[src/core/l2_irq_pkg.sv]
package l2_irq_pkg;

    // Queue topology
    localparam int          NUM_QUEUES    = 9;
    localparam int          GEN_QUEUES    = 8;
    localparam logic [3:0]  CMD_QUEUE     = 4'h8;
    localparam logic [15:0] CMD_QUEUE_LEN = 16'h0200;  // Two halves of 256 DWORDs

    // Vector group encodings
    localparam logic [1:0]  GRP_CMD  = 2'h0;
    localparam logic [1:0]  GRP_CHAN = 2'h1;
    localparam logic [1:0]  GRP_PORT = 2'h2;
    localparam logic [1:0]  GRP_SYS  = 2'h3;
    localparam logic [1:0]  SUB_SYS  = 2'h0;
    localparam int          SUB_DIR_BIT = 1;            // Upper subclass bit: transmit or receive path

    // System flag positions inside the 5-bit flag group (payload bits 20:16)
    localparam int          SYS_FLAGS      = 5;
    localparam int          FLAG_MAILBOX   = 4;
    localparam int          FLAG_RX_FAIL   = 3;
    localparam int          FLAG_RX_EARLY  = 2;
    localparam int          FLAG_ACT_EARLY = 1;
    localparam int          FLAG_LANE_ERR  = 0;
    localparam logic [3:0]  BYTE_LANES_ALL = 4'hF;

    // Write engine states
    typedef enum logic [0:0] {
        ST_IDLE  = 1'b0,
        ST_WRITE = 1'b1
    } wr_state_t;

    // Vector layout: valid mark, group, subclass, ring, payload
    function automatic logic [31:0] makeVector(
        input logic [1:0]  grp,
        input logic [1:0]  sub,
        input logic [2:0]  ring,
        input logic [23:0] payload
    );
        makeVector = {1'b1, grp, sub, ring, payload};
    endfunction

    // Command vectors are steered only into the fixed command queue
    function automatic logic [3:0] targetQueue(
        input logic [1:0] grp,
        input logic [2:0] ring
    );
        targetQueue = (grp == GRP_CMD) ? CMD_QUEUE : {1'b0, ring};
    endfunction

endpackage

[src/core/sys_event_collector.sv]
`timescale 1ns/1ps
module sys_event_collector (
    input  wire logic                              clock,        // System clock
    input  wire logic                              rst,          // Async reset, high
    input  wire logic                              sysEnable,    // System sources unmasked
    input  wire logic                              mailboxDoorbellFlag,   // Mailbox written, pulse
    input  wire logic                              rxBufferAccessFailed,  // Rx buffer fail, pulse
    input  wire logic                              rxQueueEarlyWarning,   // Rx queue warning, pulse
    input  wire logic                              rxActionEarlyWarning,  // Action queue warning, pulse
    input  wire logic                              regAccess,    // Internal register access, pulse
    input  wire logic [3:0]                        regByteLanes, // Lanes enabled on that access
    input  wire logic                              take,         // Engine consumed pending flags
    output logic [l2_irq_pkg::SYS_FLAGS-1:0]       pending,      // Collected flags, registered
    output logic                                   pendingValid  // Any flag pending, registered
);

    typedef struct packed {
        logic [l2_irq_pkg::SYS_FLAGS-1:0] flags;
        logic                             valid;
    } coll_state_t;

    coll_state_t s_q;
    coll_state_t s_d;
    logic [l2_irq_pkg::SYS_FLAGS-1:0] newEv;

    // Merge fresh events; a new event beats the clear from take
    always_comb
    begin
        newEv = '0;
        newEv[l2_irq_pkg::FLAG_MAILBOX]   = mailboxDoorbellFlag;
        newEv[l2_irq_pkg::FLAG_RX_FAIL]   = rxBufferAccessFailed;
        newEv[l2_irq_pkg::FLAG_RX_EARLY]  = rxQueueEarlyWarning;
        newEv[l2_irq_pkg::FLAG_ACT_EARLY] = rxActionEarlyWarning;
        newEv[l2_irq_pkg::FLAG_LANE_ERR]  = regAccess && (regByteLanes != l2_irq_pkg::BYTE_LANES_ALL);
        if (!sysEnable)
        begin
            newEv = '0;
        end
        s_d = s_q;
        s_d.flags = (take ? '0 : s_q.flags) | newEv;
        s_d.valid = |s_d.flags;
    end

    always_ff @(posedge clock or posedge rst)
    begin
        if (rst)
        begin
            s_q <= '0;
        end
        else
        begin
            s_q <= s_d;
        end
    end

    assign pending      = s_q.flags;
    assign pendingValid = s_q.valid;

endmodule

[src/core/layer_two_interrupt_queue_writer.sv]
`timescale 1ns/1ps
// Functional notes
// - After a vector is stored in any of the nine queues the PCI interrupt line is raised.
// - A global status register shows which queue holds a newly written vector.
// - Each queue has a mask that keeps the line low but still lets the vector be stored.
// - Queues live in external system memory and are filled by bus writes from this block.
// - Eight general queues are rings, each with its own start address and size.
// - A separate command queue of fixed size two times 256 DWORDs holds only command vectors.
// - Nine start addresses and eight lengths configure the queues; queue 8 has a fixed length.
// - Vectors are 32 bits: group 30:29, subclass 28:27, target ring 26:24, payload 23:0.
// - Bit 31 is always written as one so the host can clear it to mark a vector done.
// - Groups encode 00 command, 01 channel, 10 port, 11 system.
// - The upper subclass bit tells transmit from receive path.
// - The payload meaning depends on group and subclass together.
// - The target ring field names the queue the vector is written into; command vectors go to queue 8 whatever the ring field holds.
// - After reset no vector is made; system sources stay masked until enabled.
module layer_two_interrupt_queue_writer (
    input  wire logic                                clock,           // System clock, 10 MHz
    input  wire logic                                rst,             // Async reset, high
    // Vector sources (channel, port, command)
    input  wire logic                                srcValid,        // Vector offered
    input  wire logic [1:0]                          srcGroup,        // Vector group
    input  wire logic [1:0]                          srcSubclass,     // Vector subclass
    input  wire logic [2:0]                          srcRing,         // Target ring
    input  wire logic [23:0]                         srcPayload,      // Group specific payload
    output logic                                     srcReady,        // Offer taken when high
    // System event sources
    input  wire logic                                sysEnable,       // Unmasks system events
    input  wire logic [2:0]                          sysRing,         // Ring for system vectors
    input  wire logic [15:0]                         systemDetailField, // Detail for system vectors
    input  wire logic                                mailboxDoorbellFlag,   // Event pulse
    input  wire logic                                rxBufferAccessFailed,  // Event pulse
    input  wire logic                                rxQueueEarlyWarning,   // Event pulse
    input  wire logic                                rxActionEarlyWarning,  // Event pulse
    input  wire logic                                regAccess,       // Register access pulse
    input  wire logic [3:0]                          regByteLanes,    // Byte lanes of that access
    // Queue configuration
    input  wire logic [l2_irq_pkg::NUM_QUEUES-1:0][31:0] queueStart,  // Byte start per queue
    input  wire logic [l2_irq_pkg::GEN_QUEUES-1:0][15:0] queueLength, // DWORD size, general queues
    input  wire logic [l2_irq_pkg::NUM_QUEUES-1:0]   queueMask,       // High masks the line
    input  wire logic [l2_irq_pkg::NUM_QUEUES-1:0]   statusAck,       // Write-one-clear pulse
    // Memory write master
    output logic                                     memWrValid,      // Write request
    output logic [31:0]                              memWrAddr,       // Byte address
    output logic [31:0]                              memWrData,       // Vector word
    input  wire logic                                memWrReady,      // Write accepted
    // Host notification
    output logic [l2_irq_pkg::NUM_QUEUES-1:0]        globalStatus,    // Queues with new vectors
    output logic                                     intaLine         // PCI interrupt, high active
);

    // Whole engine state in one record, registered by a single process
    typedef struct packed {
        l2_irq_pkg::wr_state_t                         state;
        logic [l2_irq_pkg::NUM_QUEUES-1:0][15:0]       wrPtr;
        logic [3:0]                                    curQueue;
        logic [31:0]                                   addr;
        logic [31:0]                                   data;
        logic                                          memValid;
        logic [l2_irq_pkg::NUM_QUEUES-1:0]             status;
        logic                                          inta;
        logic                                          ready;
    } wr_engine_t;

    // Current state and its next value
    wr_engine_t s_q;
    wr_engine_t s_d;

    // Handshake with the event collector
    logic [l2_irq_pkg::SYS_FLAGS-1:0] sysFlags;
    logic                             sysValid;
    logic                             sysTake;

    // Sticky collection of system events
    sys_event_collector events (
        .clock                (clock),
        .rst                  (rst),
        .sysEnable            (sysEnable),
        .mailboxDoorbellFlag  (mailboxDoorbellFlag),
        .rxBufferAccessFailed (rxBufferAccessFailed),
        .rxQueueEarlyWarning  (rxQueueEarlyWarning),
        .rxActionEarlyWarning (rxActionEarlyWarning),
        .regAccess            (regAccess),
        .regByteLanes         (regByteLanes),
        .take                 (sysTake),
        .pending              (sysFlags),
        .pendingValid         (sysValid)
    );

    // Ring length of a queue; the command queue is fixed
    function automatic logic [15:0] ringLen(
        input logic [3:0] q
    );
        if (q == l2_irq_pkg::CMD_QUEUE)
        begin
            ringLen = l2_irq_pkg::CMD_QUEUE_LEN;
        end
        else
        begin
            ringLen = queueLength[q[2:0]];
        end
    endfunction

    // Load a vector into the engine and point at the next ring slot
    function automatic wr_engine_t launch(
        input wr_engine_t s,
        input logic [3:0] q,
        input logic [31:0] vec
    );
        wr_engine_t r;
        r = s;
        r.state    = l2_irq_pkg::ST_WRITE;
        r.curQueue = q;
        r.data     = vec;
        // DWORD pointer becomes a byte offset from the ring start
        r.addr     = queueStart[q] + {14'h0000, s.wrPtr[q], 2'h0};
        r.memValid = 1'b1;
        r.ready    = 1'b0;
        launch     = r;
    endfunction

    // Helpers, given a value at the top of the engine process
    logic [15:0] nextPtr;
    logic [23:0] sysPayload;
    logic        srcTake;

    // Engine: sources are served one at a time; a held offer is taken before system events
    always_comb
    begin
        s_d        = s_q;
        sysTake    = 1'b0;
        srcTake    = srcValid && s_q.ready;
        nextPtr    = s_q.wrPtr[s_q.curQueue] + 16'h0001;
        sysPayload = {3'h0, sysFlags, systemDetailField};
        case (s_q.state)
            l2_irq_pkg::ST_IDLE:
            begin
                // Ready rises one cycle after reset or a finished write, never while busy
                if (srcTake)
                begin
                    // Ring field and payload pass unchanged; meaning rides on group and subclass
                    s_d = launch(s_q, l2_irq_pkg::targetQueue(srcGroup, srcRing),
                                 l2_irq_pkg::makeVector(srcGroup, srcSubclass,
                                                        srcRing, srcPayload));
                end
                else if (sysValid)
                begin
                    // Collector cleared here; a flag arriving now stays for the next vector
                    sysTake = 1'b1;
                    s_d = launch(s_q, {1'b0, sysRing},
                                 l2_irq_pkg::makeVector(l2_irq_pkg::GRP_SYS, l2_irq_pkg::SUB_SYS,
                                                        sysRing, sysPayload));
                end
                else
                begin
                    s_d.ready = 1'b1;
                end
            end
            l2_irq_pkg::ST_WRITE:
            begin
                // Address and data stand unchanged while the memory stalls
                if (memWrReady)
                begin
                    // Wrap at the programmed size; a zero size acts as one slot
                    // No overflow check: the host must drain a ring before the pointer laps unread words
                    if (nextPtr >= ringLen(s_q.curQueue))
                    begin
                        s_d.wrPtr[s_q.curQueue] = 16'h0000;
                    end
                    else
                    begin
                        s_d.wrPtr[s_q.curQueue] = nextPtr;
                    end
                    s_d.memValid = 1'b0;
                    s_d.state    = l2_irq_pkg::ST_IDLE;
                    s_d.ready    = 1'b1;
                end
            end
            // Unused code: back to idle, no write left pending
            default:
            begin
                s_d.state    = l2_irq_pkg::ST_IDLE;
                s_d.memValid = 1'b0;
            end
        endcase

        // Status: the stored vector's bit wins over a same-cycle acknowledge
        s_d.status = s_q.status & ~statusAck;
        if (s_q.state == l2_irq_pkg::ST_WRITE && memWrReady)
        begin
            s_d.status[s_q.curQueue] = 1'b1;
        end
        // Masked queues still store and flag, but keep the line low
        s_d.inta = |(s_d.status & ~queueMask);
    end

    // Single register stage; engine is idle and nothing flagged after reset
    always_ff @(posedge clock or posedge rst)
    begin
        if (rst)
        begin
            s_q       <= '0;
            s_q.state <= l2_irq_pkg::ST_IDLE;
        end
        else
        begin
            s_q <= s_d;
        end
    end

    // Outputs taken straight from the register stage
    assign srcReady     = s_q.ready;
    assign memWrValid   = s_q.memValid;
    assign memWrAddr    = s_q.addr;
    assign memWrData    = s_q.data;
    assign globalStatus = s_q.status;
    assign intaLine     = s_q.inta;

endmodule

[config.mk]
export PLATFORM = sky130hd
export DESIGN_NAME = layer_two_interrupt_queue_writer
export DESIGN_NICKNAME = d
export VERILOG_FILES = /design/src/core/l2_irq_pkg.sv /design/src/core/sys_event_collector.sv /design/src/core/layer_two_interrupt_queue_writer.sv
export SDC_FILE = /design/constraint.sdc
export NUM_CORES = 1
export LEC_CHECK = 0
export ABC_CLOCK_PERIOD_IN_PS = 8600
export BUFFER_PORTS_ARGS = -buffer_cell sky130_fd_sc_hd__buf_2
export CORE_AREA = 4 4 220 222
export DETAILED_ROUTE_END_ITERATION = 10
export DIE_AREA = 0 0 224 226
export PLACE_DENSITY_LB_ADDON = 0.05
export RECOVER_POWER = 50
export SLEW_MARGIN = 0
export SYNTH_ARGS = -nofsm -noshare
export SYNTH_HDL_FRONTEND = slang
export SYNTH_SLANG_ARGS = --single-unit
[constraint.sdc]
create_clock -name clock -period 8.6 [get_ports clock]
set_clock_uncertainty 0.2 [all_clocks]
set_input_delay 1.29 -clock clock [delete_from_list [all_inputs] [get_ports clock]]
set_output_delay 1.29 -clock clock [all_outputs]
set_load 0.1 [all_outputs]
==> impl_metrics.toml <==
[grt]
first_global_vias = 19500
gr-usage-all-layers = 0.317
globalRoute.totalOverflow = 0
maximum_number_of_pins_on_one_net_before_global_route_repair = 106
first_pass_grt_wire_length_mm = 124
grt_antenna_before_repair = 1

[flow_run]
count_of_max_cap_constraint_violations = 7

[critical_path]
critical_path.reg2reg.startpoint = "s_q[76]"
setup.worst_path.end_class = "flip-flop"
r2r-end = "s_q[215]"
critPathSlowestCell = "sky130_fd_sc_hd__dfrtp_1"
arrival_ns = 7.08
critPathBufInv = 3
critical-path-max-stage-delay_ns = 1.43
worst_r2r_path_depth = 16
setup.reg_to_reg.worst_slack_ns = 1.80
timing.critical_path.max_delay_family = "compound AO/OA/AOI/OAI gates"
worst_setup_path_startpoint = "s_q[76]"
worst-path-max-fanout = 62
path_cells = "buf_4 > mux4_2 > inv_1 > o22ai_2 > nand4_4 > nor2_1 > and3_1 > xnor2_2 > inv_1 > ha_1 > a21o_1 > a21o_1 > a21oi_1 > o211a_1 > nand2_1 > o21ai_0"
required_ns = 8.87
timing.setup.critical_path_class = "reg2reg"
start_kind = "flip-flop"

[synth]
share_of_the_yosys_chip_area_belonging_to_registers = 0.279
biggest_area_contributors_in_the_synthesized_netlist = "sky130_fd_sc_hd__dfrtp_1 28%, sky130_fd_sc_hd__mux4_2 17%, sky130_fd_sc_hd__nand2_1 6.7%, sky130_fd_sc_hd__mux2i_1 4.7%, sky130_fd_sc_hd__o21ai_0 4.5%"
synth_cell_type_count = 77
synth_top_cell_by_area = "sky130_fd_sc_hd__dfrtp_1"
synth-edff-count = 0
synth.top_cells.by_count = "367 x sky130_fd_sc_hd__nand2_1, 231 x sky130_fd_sc_hd__dfrtp_1, 185 x sky130_fd_sc_hd__o21ai_0"
post_synth_inst_count = 2176
ys_warn_count = 0
synth_top_area_frac = 0.279
synth-async-reset-ratio = 1.00
synth-seq-cells = 231
mappedNetlistArea_sq_um = 20700
ys.flop_type = "sky130_fd_sc_hd__dfrtp_1"
synthesis.nets = 2725
synth_most_common_cell = "sky130_fd_sc_hd__nand2_1"
syn-mean-instance-area_sq_um = 9.52

[cts]
num_cts_buffers = 28
clock_tree_from_tritoncts = "done"
cts_root_buf = "sky130_fd_sc_hd__clkbuf_16"
cts.htree.levels = 1
clock_latency_ns = 0.57
cts_max_path_buffers = 3
clock-sinks = 231
cts_post_setup_buffers_inserted = 0
post_cts_resized = 0
clk_pin_slew_worst_paths_ns = 0.06
cts_hold_buf = 0

[timing]
finalWorstSetupSlack_ns = 1.80
timing.final.crit_period_ns = 6.80
setup_viol = 0
tightestPinTransition_ns = 4.84
worst_slack_on_hold_paths_ns = 0.274
rsz0062_at_grt = "no"
timing.final.hold_violations = 0
fin_crit_sh = 0.791
timing.slew.headroom = -2.25
max_freq_mhz = 147
slew_viol_final = 375
setup_total_negative_slack_ns = 0

[min_path]
worst_hold_startpoint = "memWrAddr[5]"
hold_depth = 2
hold-path-endpoint = "memWrAddr[5]"
min_path_type = "reg2reg"

[layout]
seqCellArea_sq_um = 5790
filler_cell_count = 4410
multi_input_comb_area_sq_um = 13500
final_core_utilization = 0.525
final_nets = 3118
synthToLayoutAreaGrowth_pct = 17.5
post-route-cell-area_sq_um = 24300
drive_gt1_frac = 0.349
final-instance-count-excl-fill = 3197

[drt]
final_wl_mm = 84.5
avgRoutedWirePerCell_um = 26.4
detail_route.drc_violations = 0
dr.pass1.iters = 6
via_count = 20000
final_antenna_net_count = 0
viasPerCell = 6.25
dr.first_iter.drc_count = 1754

[power]
power.ir.vdd_worst_uv = 586
pwr-share-clk = 0.206
switching_power_of_the_nets_mw = 3.26
cellInternalPower_mw = 3.05
power_per_cell_area_nw_per_um2 = 259
power_frac_comb = 0.548
power.static_leakage_nw = 10.8
swShare = 0.517
post-layout-total-power_mw = 6.30
p_seq_frac = 0.246

[floorplanning]
die_height_um = 226
core_area_sq_um = 46400
row_count = 79
floorplan.initialDensity = 0.447
floorplan.die_area_sq_um = 50600
die_x_um = 224
io_pins = 574

[placement]
placed_cells_incl_taps = 3146
placement_setup_slack_ns = 2.22
port_buffers = 573
post_dp_cell_area_sq_um = 23400
routabilityCongestion = 0.959
hpwlAfterDp_mm = 62.7

[status]
violated_checks = "capacitance limit, slew limit"
run_status = "finished, violations left"
## worst max path at each step
stage	endpoint	cells after the start
after global routing	s_q[194]	16
final	s_q[215]	16
after floorplan	events.pendingValid	1
after detailed placement	memWrAddr[21]	14
after CTS	s_q[194]	16
after global placement	memWrAddr[21]	14
## per-layer routing
| metal | share of wire | up-vias | global-route usage | wire length [um] |
|---|---|---|---|---|
| li1 | - | 8968 | - | - |
| met1 | 0.40 | 9937 | 0.419 | 33900 |
| met2 | 0.49 | 946 | 0.543 | 41600 |
| met3 | 0.075 | 145 | 0.0526 | 6370 |
| met4 | 0.031 | 0 | 0.0903 | 2590 |
| met5 | 0 | - | 0 | 0 |
## power groups by stage
stage	sequential, mW	combinational, mW	clock (mW)
2_1_floorplan	1.48	2.86	0
3_3_place_gp	1.56	3.44	0
3_5_place_dp	1.56	3.47	0
5_1_grt	1.58	3.66	1.37
4_1_cts	1.55	3.48	1.32
6_report	1.55	3.45	1.30
## cell type report
cell class,instances,share of cell area
antenna,2,0.000206
clock buffer,36,0.0325
clock inverter,13,0.00843
inverter,40,0.00622
multi-input combinational,1650,0.553
sequential,231,0.238
tap,607,0.0312
timing repair buffer,618,0.130
## cells in the final DEF (no fill, tap or decap), drive strengths merged, types with 6 or more instances in the layout
cell | Yosys | layout
nand3 | 40 | 40
o22ai | 25 | 25
xnor2 | 30 | 30
inv | 38 | 39
nor2b | 40 | 40
a311oi | 22 | 22
a211oi | 62 | 62
ha | 49 | 49
o21bai | 10 | 10
a21oi | 72 | 72
a22o | 9 | 9
clkbuf | 113 | 73
nor4 | 7 | 7
a2111oi | 6 | 6
nor3b | 7 | 7
o31ai | 19 | 19
nand4 | 14 | 14
mux2 | 62 | 62
nor3 | 16 | 16
mux4 | 164 | 164
o21ai | 223 | 223
a22oi | 57 | 57
nand2 | 371 | 371
buf | 142 | 581
a21o | 24 | 24
nor2 | 56 | 56
nand2b | 8 | 8
mux2i | 98 | 98
a31oi | 28 | 28
a221oi | 33 | 33
dfrtp | 231 | 231
xor2 | 33 | 33
and2 | 9 | 9
## state kept, by name (all words and copies together), names as in the netlist
signal / cells
events.pendingValid: 1
srcReady: 1
memWrValid: 1
s_q: 149
memWrAddr: 32
intaLine: 1
memWrData: 32
globalStatus: 9
events.pending: 5
## cells by family after synthesis
family | count (synthesis) | synth area share
AOI/OAI and AO/OA | 630 | 0.202
buffers and inverters | 295 | 0.0727
and+or+nand+nor | 582 | 0.126
DFF | 231 | 0.279
adders and majority gates | 51 | 0.0315
xor gates and xnor gates | 63 | 0.0277
muxes | 324 | 0.261
## worst register-to-register path, cell delays in order, from the launching register on
cell and delay (ns):
sky130_fd_sc_hd__dfrtp_1 1.43, sky130_fd_sc_hd__buf_4 0.86, sky130_fd_sc_hd__mux4_2 0.62, sky130_fd_sc_hd__inv_1 0.08, sky130_fd_sc_hd__o22ai_2 0.12, sky130_fd_sc_hd__nand4_4 0.23, sky130_fd_sc_hd__nor2_1 0.09, sky130_fd_sc_hd__and3_1 0.22
sky130_fd_sc_hd__xnor2_2 0.45, sky130_fd_sc_hd__inv_1 0.18, sky130_fd_sc_hd__ha_1 0.33, sky130_fd_sc_hd__a21o_1 0.19, sky130_fd_sc_hd__a21o_1 0.17, sky130_fd_sc_hd__a21oi_1 0.20, sky130_fd_sc_hd__o211a_1 0.64, sky130_fd_sc_hd__nand2_1 0.42
sky130_fd_sc_hd__o21ai_0 0.28
No activity file was read; power rests on OpenSTA's default activity.
